`src/verilog/slg_defines.vh`:
```
// Register offsets, field layouts, reset values and timing counts of the speed loop block
`ifndef SLG_DEFINES_VH
`define SLG_DEFINES_VH
// Printed offsets are word indices (some odd): byte address = 4 x index
`define SLG_IDX_FULL_SCALE      12'h022
`define SLG_IDX_P_GAIN          12'h130
`define SLG_IDX_I_GAIN          12'h134
`define SLG_IDX_FF_GAIN         12'h136
`define SLG_IDX_TUNING          12'h141
`define SLG_IDX_INERTIA         12'h143
`define SLG_IDX_FIRST_LOOP      12'h144
`define SLG_IDX_LOWPASS         12'h145
`define SLG_IDX_SECOND_LOOP     12'h146
`define SLG_IDX_STATUS          12'h147
`define SLG_IDX_CONTROL         12'h148
`define SLG_IDX_TORQUE          12'h149
// Preset slots are write-only and share the first index with the torque read-back
`define SLG_IDX_PRESET_1        12'h149
`define SLG_IDX_PRESET_2        12'h14A
`define SLG_IDX_PRESET_3        12'h14B
// Reset values
`define SLG_RST_FULL_SCALE      16'h0BB8
`define SLG_RST_P_GAIN          16'h01F6
`define SLG_RST_I_GAIN          16'h0032
`define SLG_RST_FF_GAIN         16'h0000
`define SLG_RST_TUNING          16'h0000
`define SLG_RST_INERTIA         16'h000A
`define SLG_RST_FIRST_LOOP      16'h0064
`define SLG_RST_LOWPASS         16'h0064
`define SLG_RST_SECOND_LOOP     16'h0064
// Limits
`define SLG_MAX_P_GAIN          16'h1FFF
`define SLG_MAX_I_GAIN          16'h03FF
`define SLG_MAX_FF_GAIN         16'h0064
`define SLG_MAX_TUNING          16'h0002
`define SLG_VOLT_DIV            10
// Tuning modes
`define SLG_TUNE_MANUAL         2'h0
`define SLG_TUNE_AUTO           2'h1
`define SLG_TUNE_SEMI           2'h2
// Control register bits
`define SLG_CTL_SERVO_ON        0
`define SLG_CTL_TORQUE_MODE     1
`define SLG_CTL_INTERNAL_SPEED  2
// Timing
`define SLG_SAVE_MINUTES        30
`define SLG_CLK_HZ              200000000
`define SLG_CTRL_PERIOD_NS      1000
`define SLG_CLK_NS              5
`define SLG_CTRL_CYCLES         (`SLG_CTRL_PERIOD_NS / `SLG_CLK_NS)
`endif

```
`src/verilog/slg_tick.v`:
```
// Divider that gives a one-cycle enable every DIV clocks
`default_nettype none
module slg_tick #(
	parameter [39:0] DIV = 40'hC8
) (
	input  wire clk_i,
	input  wire rst_i,
	input  wire en_i,
	output reg  tick_o
);
	reg [39:0] cnt;

	always @(posedge clk_i) begin
		if (rst_i || !en_i) begin
			cnt    <= 40'h0;
			tick_o <= 1'b0;
		end else if (cnt >= DIV - 40'h1) begin
			cnt    <= 40'h0;
			tick_o <= 1'b1;
		end else begin
			cnt    <= cnt + 40'h1;
			tick_o <= 1'b0;
		end
	end
endmodule
`default_nettype wire

```
`src/verilog/slg_sync.v`:
```
// Three-stage synchroniser; output changes when stages two and three agree
`default_nettype none
module slg_sync #(
	parameter integer W = 1
) (
	input  wire         clk_i,
	input  wire         rst_i,
	input  wire [W-1:0] d_i,
	output reg  [W-1:0] q_o
);
	reg [W-1:0] s1;
	reg [W-1:0] s2;
	reg [W-1:0] s3;
	integer k;

	always @(posedge clk_i) begin
		if (rst_i) begin
			s1  <= {W{1'b0}};
			s2  <= {W{1'b0}};
			s3  <= {W{1'b0}};
			q_o <= {W{1'b0}};
		end else begin
			s1 <= d_i;
			s2 <= s1;
			s3 <= s2;
			for (k = 0; k < W; k = k + 1) begin
				if (s2[k] == s3[k])
					q_o[k] <= s3[k];
			end
		end
	end
endmodule
`default_nettype wire

```
`src/verilog/slg_speed_loop.v`:
```
// Speed loop: analog scaling, command select, tuning hand-over and PI+FF loop
// How it works
// - Speed command from reference minus analog ground
// - Speed mode: command = volts x full scale / 10
// - Torque mode: speed limit uses same scaling
// - Full-scale setting 16 bit, servo-off writes only
// - Internal speed mode forces first command zero
// - After servo-on, select bits pick the command
// - Tuning selector 0..2, default 0, servo-off only
// - Manual tuning uses user-written gain values
// - Auto to manual saves inertia, derives gains
// - Auto tuning stores inertia every 30 minutes
// - Auto to manual copies first, P, I
// - Semi to manual also copies lowpass, second
// - Semi tuning: converged sets flag, stops, stores
// - Semi tuning: wide variation keeps flag zero
// - Entering semi tuning restarts the estimate
// - P gain 0..8191, default 502, manual
// - I gain 0..1023, default 50
// - Feed-forward 0..100 percent, default 0
`include "slg_defines.vh"
`default_nettype none
module slg_speed_loop #(
	// Thirty minutes of clocks does not fit 32 bits, so the count is a 40-bit value
	parameter [39:0]  SAVE_CYCLES = `SLG_SAVE_MINUTES * 40'h3C * `SLG_CLK_HZ,
	parameter integer CTRL_CYCLES = `SLG_CTRL_CYCLES,
	parameter integer STABLE_TOL  = 2
) (
	// Clock and reset
	input  wire        clk_i,
	input  wire        rst_i,
	// Wishbone slave
	input  wire        cyc_i,
	input  wire        stb_i,
	input  wire        we_i,
	input  wire [13:0] adr_i,
	input  wire [3:0]  sel_i,
	input  wire [31:0] dat_i,
	output reg  [31:0] dat_o,
	output reg         ack_o,
	// Analog converter samples, signed millivolts
	input  wire [15:0] ref_mv_i,
	input  wire [15:0] analog_ground_input_i,
	// Speed select pins and feedback
	input  wire        speed_select_bit_low_i,
	input  wire        speed_select_bit_high_i,
	input  wire [15:0] measured_speed_i,
	input  wire [15:0] inertia_estimate_i,
	// Loop outputs
	output reg  [15:0] speed_command_o,
	output reg  [15:0] speed_limit_o,
	output reg  [31:0] torque_demand_o
);
	// Registers
	reg [15:0] analog_full_scale_speed;
	reg [15:0] speed_proportional_gain;
	reg [15:0] speed_integral_gain;
	reg [15:0] speed_feedforward_gain;
	reg [1:0]  gain_tuning_method;
	reg [15:0] load_inertia_ratio;
	reg [15:0] first_loop_gain_setting;
	reg [15:0] lowpass_filter_setting;
	reg [15:0] second_loop_setting;
	reg [2:0]  control;
	reg        inertia_converged_flag;
	reg [15:0] preset_speed [0:2];
	// Tuning internals
	reg [1:0]  prev_method;
	reg        estimating;
	reg [15:0] last_est;
	reg [3:0]  stable_cnt;
	reg [47:0] integ;
	wire       save_tick;
	wire       ctrl_tick;
	wire [1:0] sel_sync;
	wire [15:0] fs_word;

	wire servo_on   = control[`SLG_CTL_SERVO_ON];
	wire torque_md  = control[`SLG_CTL_TORQUE_MODE];
	wire internal_m = control[`SLG_CTL_INTERNAL_SPEED];
	wire wb_req     = cyc_i && stb_i && !ack_o;
	wire wb_wr      = wb_req && we_i && sel_i[0] && sel_i[1];
	wire [11:0] idx = adr_i[13:2];

	slg_sync #(
		.W (2)
	) u_sel_sync (
		.clk_i (clk_i),
		.rst_i (rst_i),
		.d_i   ({speed_select_bit_high_i, speed_select_bit_low_i}),
		.q_o   (sel_sync)
	);

	slg_tick #(
		.DIV (SAVE_CYCLES)
	) u_save_tick (
		.clk_i  (clk_i),
		.rst_i  (rst_i),
		.en_i   (gain_tuning_method == `SLG_TUNE_AUTO),
		.tick_o (save_tick)
	);

	slg_tick #(
		.DIV (CTRL_CYCLES)
	) u_ctrl_tick (
		.clk_i  (clk_i),
		.rst_i  (rst_i),
		.en_i   (1'b1),
		.tick_o (ctrl_tick)
	);

	// Analog scaling
	wire signed [16:0] volt_mv  = $signed({ref_mv_i[15], ref_mv_i}) -
		$signed({analog_ground_input_i[15], analog_ground_input_i});
	wire signed [34:0] prod     = volt_mv * $signed({1'b0, analog_full_scale_speed});
	wire signed [34:0] scaled   = prod / $signed(35'd10000);
	wire [15:0] analog_cmd      = scaled[15:0];
	wire [15:0] first_cmd       = internal_m ? 16'h0000 : analog_cmd;
	reg  [15:0] next_cmd;

	always @* begin
		case (sel_sync)
			2'h0: next_cmd = first_cmd;
			2'h1: next_cmd = preset_speed[0];
			2'h2: next_cmd = preset_speed[1];
			2'h3: next_cmd = preset_speed[2];
			default: next_cmd = 16'h0000;
		endcase
		if (!servo_on)
			next_cmd = 16'h0000;
	end

	wire leaving_auto = (prev_method == `SLG_TUNE_AUTO) && (gain_tuning_method == `SLG_TUNE_MANUAL);
	wire leaving_semi = (prev_method == `SLG_TUNE_SEMI) && (gain_tuning_method == `SLG_TUNE_MANUAL);
	wire entering_semi = (prev_method != `SLG_TUNE_SEMI) && (gain_tuning_method == `SLG_TUNE_SEMI);

	// Gains derived from inertia on hand-over; simple scaling, the estimator is outside
	// Derive from the ratio saved at this hand-over, never from a stale register value
	wire [15:0] handover_ratio = (estimating || leaving_auto) ? inertia_estimate_i : load_inertia_ratio;
	wire [16:0] derived_sum    = {1'b0, first_loop_gain_setting} + {1'b0, handover_ratio[11:0], 4'h0};
	// Saturate so a large first-loop setting cannot push P beyond its range
	wire [15:0] derived_p      = (handover_ratio > 16'h00FF || derived_sum > {1'b0, `SLG_MAX_P_GAIN}) ?
		`SLG_MAX_P_GAIN : derived_sum[15:0];
	wire [15:0] derived_i  = (first_loop_gain_setting > `SLG_MAX_I_GAIN) ? `SLG_MAX_I_GAIN : first_loop_gain_setting;
	wire [15:0] est_diff   = (inertia_estimate_i > last_est) ? inertia_estimate_i - last_est
		: last_est - inertia_estimate_i;

	// Register file and tuning
	always @(posedge clk_i) begin
		if (rst_i) begin
			analog_full_scale_speed <= `SLG_RST_FULL_SCALE;
			speed_proportional_gain <= `SLG_RST_P_GAIN;
			speed_integral_gain     <= `SLG_RST_I_GAIN;
			speed_feedforward_gain  <= `SLG_RST_FF_GAIN;
			gain_tuning_method      <= 2'h0;
			load_inertia_ratio      <= `SLG_RST_INERTIA;
			first_loop_gain_setting <= `SLG_RST_FIRST_LOOP;
			lowpass_filter_setting  <= `SLG_RST_LOWPASS;
			second_loop_setting     <= `SLG_RST_SECOND_LOOP;
			control                 <= 3'h0;
			inertia_converged_flag  <= 1'b0;
			preset_speed[0]         <= 16'h0000;
			preset_speed[1]         <= 16'h0000;
			preset_speed[2]         <= 16'h0000;
			prev_method             <= 2'h0;
			estimating              <= 1'b0;
			last_est                <= 16'h0000;
			stable_cnt              <= 4'h0;
		end else begin
			prev_method <= gain_tuning_method;
			if (wb_wr) begin
				case (idx)
					`SLG_IDX_FULL_SCALE: begin
						if (!servo_on)
							analog_full_scale_speed <= dat_i[15:0];
					end
					`SLG_IDX_P_GAIN: begin
						if (dat_i[15:0] <= `SLG_MAX_P_GAIN)
							speed_proportional_gain <= dat_i[15:0];
					end
					`SLG_IDX_I_GAIN: begin
						if (dat_i[15:0] <= `SLG_MAX_I_GAIN)
							speed_integral_gain <= dat_i[15:0];
					end
					`SLG_IDX_FF_GAIN: begin
						if (dat_i[15:0] <= `SLG_MAX_FF_GAIN)
							speed_feedforward_gain <= dat_i[15:0];
					end
					// Refused values are dropped silently, the cycle is still acked
					`SLG_IDX_TUNING: begin
						if (!servo_on && dat_i[15:0] <= `SLG_MAX_TUNING)
							gain_tuning_method <= dat_i[1:0];
					end
					`SLG_IDX_INERTIA: begin
						load_inertia_ratio <= dat_i[15:0];
					end
					`SLG_IDX_FIRST_LOOP: begin
						first_loop_gain_setting <= dat_i[15:0];
					end
					`SLG_IDX_LOWPASS: begin
						lowpass_filter_setting <= dat_i[15:0];
					end
					`SLG_IDX_SECOND_LOOP: begin
						second_loop_setting <= dat_i[15:0];
					end
					`SLG_IDX_CONTROL: begin
						control <= dat_i[2:0];
					end
					// Presets cannot be read back; their first slot reads as torque
					`SLG_IDX_PRESET_1: begin
						preset_speed[0] <= dat_i[15:0];
					end
					`SLG_IDX_PRESET_2: begin
						preset_speed[1] <= dat_i[15:0];
					end
					`SLG_IDX_PRESET_3: begin
						preset_speed[2] <= dat_i[15:0];
					end
					default: begin
					end
				endcase
			end
			// Hardware updates come after bus writes so they win on a collision
			if (gain_tuning_method == `SLG_TUNE_AUTO && save_tick)
				load_inertia_ratio <= inertia_estimate_i;
			if (entering_semi) begin
				estimating             <= 1'b1;
				inertia_converged_flag <= 1'b0;
				stable_cnt             <= 4'h0;
			end else if (gain_tuning_method == `SLG_TUNE_SEMI && estimating && ctrl_tick) begin
				last_est <= inertia_estimate_i;
				if (est_diff > STABLE_TOL) begin
					stable_cnt             <= 4'h0;
					inertia_converged_flag <= 1'b0;
				end else if (stable_cnt == 4'hF) begin
					inertia_converged_flag <= 1'b1;
					estimating             <= 1'b0;
					load_inertia_ratio     <= inertia_estimate_i;
				end else begin
					stable_cnt <= stable_cnt + 4'h1;
				end
			end
			if (leaving_auto || leaving_semi) begin
				if (estimating || leaving_auto)
					load_inertia_ratio <= inertia_estimate_i;
				first_loop_gain_setting <= derived_p;
				speed_proportional_gain <= derived_p;
				speed_integral_gain     <= derived_i;
				estimating              <= 1'b0;
			end
			if (leaving_semi) begin
				lowpass_filter_setting <= derived_p;
				second_loop_setting    <= derived_p;
			end
		end
	end

	// Bus answer: one wait-free ack, unmapped reads return zero
	reg [15:0] rd;
	always @* begin
		case (idx)
			`SLG_IDX_FULL_SCALE: begin
				rd = analog_full_scale_speed;
			end
			`SLG_IDX_P_GAIN: begin
				rd = speed_proportional_gain;
			end
			`SLG_IDX_I_GAIN: begin
				rd = speed_integral_gain;
			end
			`SLG_IDX_FF_GAIN: begin
				rd = speed_feedforward_gain;
			end
			`SLG_IDX_TUNING: begin
				rd = {14'h0000, gain_tuning_method};
			end
			`SLG_IDX_INERTIA: begin
				rd = load_inertia_ratio;
			end
			`SLG_IDX_FIRST_LOOP: begin
				rd = first_loop_gain_setting;
			end
			`SLG_IDX_LOWPASS: begin
				rd = lowpass_filter_setting;
			end
			`SLG_IDX_SECOND_LOOP: begin
				rd = second_loop_setting;
			end
			`SLG_IDX_STATUS: begin
				rd = {14'h0000, estimating, inertia_converged_flag};
			end
			`SLG_IDX_CONTROL: begin
				rd = {13'h0000, control};
			end
			`SLG_IDX_TORQUE: begin
				rd = torque_demand_o[15:0];
			end
			default: begin
				rd = 16'h0000;
			end
		endcase
	end

	always @(posedge clk_i) begin
		if (rst_i) begin
			ack_o <= 1'b0;
			dat_o <= 32'h0000_0000;
		end else begin
			ack_o <= wb_req;
			dat_o <= wb_req ? {16'h0000, rd} : 32'h0000_0000;
		end
	end

	// Control loop
	wire signed [16:0] err   = $signed({speed_command_o[15], speed_command_o}) -
		$signed({measured_speed_i[15], measured_speed_i});
	wire signed [33:0] p_term = err * $signed({1'b0, speed_proportional_gain});
	wire signed [33:0] i_step = err * $signed({1'b0, speed_integral_gain});
	wire signed [33:0] ff_raw = $signed({speed_command_o[15], speed_command_o}) *
		$signed({1'b0, speed_feedforward_gain});
	wire signed [33:0] ff_term = ff_raw / $signed(34'd100);
	wire signed [47:0] next_integ = $signed(integ) + {{14{i_step[33]}}, i_step};
	wire signed [47:0] sum = {{14{p_term[33]}}, p_term} + next_integ + {{14{ff_term[33]}}, ff_term};

	always @(posedge clk_i) begin
		if (rst_i) begin
			speed_command_o <= 16'h0000;
			speed_limit_o   <= 16'h0000;
			torque_demand_o <= 32'h0000_0000;
			integ           <= 48'h0;
		end else begin
			speed_command_o <= torque_md ? 16'h0000 : next_cmd;
			speed_limit_o   <= torque_md ? analog_cmd : 16'h0000;
			if (!servo_on) begin
				integ           <= 48'h0;
				torque_demand_o <= 32'h0000_0000;
			end else if (ctrl_tick) begin
				integ           <= next_integ;
				torque_demand_o <= sum[31:0];
			end
		end
	end
endmodule
`default_nettype wire

```
`config.mk`:
```
export PLATFORM = sky130hd
export DESIGN_NAME = slg_speed_loop
export DESIGN_NICKNAME = d
export VERILOG_FILES = /design/src/verilog/slg_tick.v /design/src/verilog/slg_sync.v /design/src/verilog/slg_speed_loop.v
export VERILOG_INCLUDE_DIRS = /design/src /design/src/verilog
export SDC_FILE = /design/constraint.sdc
export NUM_CORES = 2
export LEC_CHECK = 0
export BUFFER_PORTS_ARGS = -buffer_cell sky130_fd_sc_hd__buf_2
export CORE_MARGIN = 3
export CORE_UTILIZATION = 40
export DETAILED_ROUTE_END_ITERATION = 7
export PLACE_DENSITY = 0.58
export SYNTH_ARGS = -nofsm -noshare
export SYNTH_HDL_FRONTEND = slang
export SYNTH_SLANG_ARGS = --single-unit
```
`constraint.sdc`:
```
create_clock -name clk_i -period 43.5 [get_ports clk_i]
set_clock_uncertainty 0.05 [all_clocks]
set_input_delay 4.35 -clock clk_i [delete_from_list [all_inputs] [get_ports clk_i]]
set_output_delay 4.35 -clock clk_i [all_outputs]
set_load 0.02 [all_outputs]
```
==> impl_results.md <==
* Hold_ws at about 390 ps
* Post_cts resized at 0
* Layout cell share with drive strength beyond 1 at around 7.4%
* Area share of the largest cell type after synthesis at 27.92%
* Synth Area in Simple Gates at 18.70%
* Port bufs at 181
* Total number of vias at between 60000 and 70000
* Htree depth at 2
* WP data required at between 40000 and 50000 ps
* Hold Crit Class: flip-flop to flip-flop
* Initial antenna violation count at 13
* Final #Nets at 10900
* Compound-gate portion of the synthesized area at 16.69%
* CTS sink count at 408
* Global-route wire length before repair at approximately 370 mm
* Area delta synth->final at 6.888%
* Routed Antenna Nets at 0
* Fmax at between 20 and 30 MHz
* Ys async rst share at 0%
* Drt first pass iters at 6
* Die W at 446.2 um
* Clock Path Buffers at 3
* Residual DRC at 0
* Largest family of logic cells by synthesized area: adder cells
* Starting Density at 40.50%
* Crit path kind: flip-flop to flip-flop
* Final Util at 43.29%
* Mux cell area share after synthesis at around 2.3%
* Status: completed
* Inserted Clock Buffers at between 40 and 50
* Setup crit end kind: flip-flop
* Placer congestion estimate at slightly above 0.9
* RSZ-0062 raised after global routing: no
* XOR/XNOR share of the synthesized area at roughly 6%
* Crit-path max cell delay at between 1000 and 1500 ps
* Routed len/inst at 19.98 um
* Core Area at around 190000 um^2
* Die area at between 150000 and 200000 um^2
* Tmin final at 39030 ps
* Root Driver: clkbuf_16
* Synth Flop Type: dfxtp_1
* Initial drt markers at between 4000 and 5000
* Most numerous cell on the critical path: a21oi_1
* CP max FO at 18
* Warnings, synthesis at 0
* CTS tree: yes
* Top Ports at around 220
* CTS clk-pin slew, worst paths at around 60 ps
* Largest net degree at the start of global routing at 61
* Mapped Area at between 70000 and 80000 um^2
* Post-synth cell types at roughly 170
* Synth area leaders: fa_1 (28%), dfxtp_1 (9.3%), ha_1 (8.0%)
* Dpl hpwl at ~190 mm
* Clk_lat worst skew at approximately 660 ps
* Slowest-stage cell, CP: dfxtp_1
* Post-CTS Setup Bufs at 0
* Routed vias/inst at ~5.5
* Slew Viols, Final at 0
* Setup TNS at 0 ps
* Total track usage at a little under a quarter
* Total grt overflow at 0
* Max_slew headroom at 12.92%
* EDFF count, synth at 48
* Final setup viols at 0
* Sequential share of the synthesized area at roughly 11%
* CTS hold repair buffers at 0
* Die Ht at 446.2 um
* Cell taking the most area after synthesis: fa_1
* Vias in the first global route at around 66000
* Final Hold Viols at 0
* Num rows at between 150 and 200
* #FFs+latches synth at slightly above 400
* Worst-margin pin slew at 1304 ps
* Startpoint Class: flip-flop
* Mapped Cells at between 9000 and 10000
* Worst EP arrival at 39530 ps
* Area share of fa/ha/maj cells after synthesis at ~36%
* Number of max-cap violations at 0
* Mean Syn Cell Area at between 8 and 9 um^2
* Period utilization at between 80% and 90%
* Routed wire length at about 240 mm
## synth_stat cells (23+ instances only)
cell type / instances
a22o_1: 24
edfxtp_1: 48
nand3_1: 162
o31ai_1: 39
nor2b_1: 75
o21ai_0: 188
and2_1: 520
buf_1: 25
a211o_1: 35
o21bai_1: 103
o211ai_1: 50
or4_1: 23
inv_1: 1417
xor2_1: 156
nor4_1: 42
nand2b_1: 63
ha_1: 493
a311oi_1: 32
mux2_2: 41
and3_1: 68
mux2i_1: 124
a21o_1: 107
or3_1: 42
xnor2_1: 329
nor3_1: 116
nand4_1: 61
a21oi_1: 440
nand2_1: 999
o21ai_1: 53
buf_4: 53
a211oi_1: 60
a31oi_1: 89
a221oi_1: 40
clkbuf_1: 309
fa_1: 1081
o21a_1: 40
nor2_1: 612
dfxtp_1: 360
## per-stage QoR
stage / cell area, um^2 / worst slack, ps / instances
2_1_floorplan: 77690 / 11620 / 9265
3_5_place_dp: 81050 / 5065 / 11660
4_1_cts: 82820 / 4864 / 11760
3_3_place_gp: 81050 / 5489 / 11660
5_1_grt: 82840 / 1422 / 11770
6_report: 82850 / 4467 / 11770
## path summary, 6_finish.rpt
check | start | endpoint | slack, ps | cells past startpoint
worst max-delay path | speed_feedforward_gain[5] | torque_demand_o[31] | 4470 | 130
worst min-delay path | u_sel_sync.s1[1] | u_sel_sync.s2[1] | 390 | 1
worst max register to register | speed_feedforward_gain[5] | torque_demand_o[31] | 4470 | 130
worst min register to register | u_sel_sync.s1[1] | u_sel_sync.s2[1] | 390 | 1
## per-layer routing
layer	vias up	track usage (%)	part of all wire [%]
met2	1870	41.63	50
li1	30430	-	-
met5	-	0	0
met1	32590	28.78	40
met3	408	2.584	4.9
met4	0	10.44	5.1
## logic make-up (layout without fill, tap and decap cells)
group                    after synthesis  count (layout)
flip-flops                           408             408
buffers and inverters               1837            1817
AND/OR/NAND/NOR                     2949            2949
AO/OA/AOI/OAI                       1770            1770
multiplexers                         169             169
XOR/XNOR                             503             503
other                                  1              61
adder cells (fa/ha/maj)             1580            1580
## layout make-up
cell class | count | area (um^2)
repair buffers | 306 | 1847
multi-input cells | 7020 | 62080
well taps | 2511 | 3142
diodes | 12 | 30.03
fillers | 19080 | 108500
flip-flops and latches | 408 | 8652
clock inverters | 31 | 417.9
clock buffers | 61 | 1354
inverters | 1419 | 5326
## registers in the layout, indices dropped and copies added (netlist names), 16 cells and up
signal,flops
dat_o,16
integ,32
u_ctrl_tick.cnt,40
preset_speed,48
speed_integral_gain,16
second_loop_setting,16
speed_proportional_gain,16
speed_command_o,16
u_save_tick.cnt,40
torque_demand_o,32
analog_full_scale_speed,16
first_loop_gain_setting,16
last_est,16
lowpass_filter_setting,16
load_inertia_ratio,16
speed_limit_o,16
speed_feedforward_gain,16
## critical path: cells and delay by family, from the launching register on
family,cells,cell delay [ps]
mux,2,750
simple gates,17,5180
buf+inv,11,1100
xor+xnor,11,3250
flops,1,1120
compound gates,75,20940
fa+ha+maj,14,6430
## placed cells by master (no fill, tap or decap), types with 23 or more instances in the layout
master	synthesis	routed
dfxtp_1	360	359
ha_1	493	493
fa_1	1081	1081
a221oi_1	40	40
a22o_1	24	24
o31ai_1	39	39
and3_1	68	68
o21ai_1	53	52
nor3_1	116	111
nor2b_1	75	74
buf_4	53	126
nor2_1	612	612
buf_2	13	180
nand4_1	61	61
nor4_1	42	40
nand2b_1	63	62
o21ai_0	188	188
clkbuf_16	0	51
o21bai_1	103	103
a21oi_1	440	437
xor2_1	156	146
or4_1	23	23
a211o_1	35	35
a21o_1	107	107
mux2_2	41	41
inv_1	1417	1417
nand2_1	999	999
a211oi_1	60	60
conb_1	1	49
a311oi_1	32	31
edfxtp_1	48	48
a31oi_1	89	88
mux2i_1	124	124
xnor2_1	329	319
and2_1	520	520
or3_1	42	42
nand3_1	162	162
o211ai_1	50	50
o21a_1	40	40
Power is not shown: default switching activity piles up to over one toggle a cycle in this logic, so the estimate is an artifact.
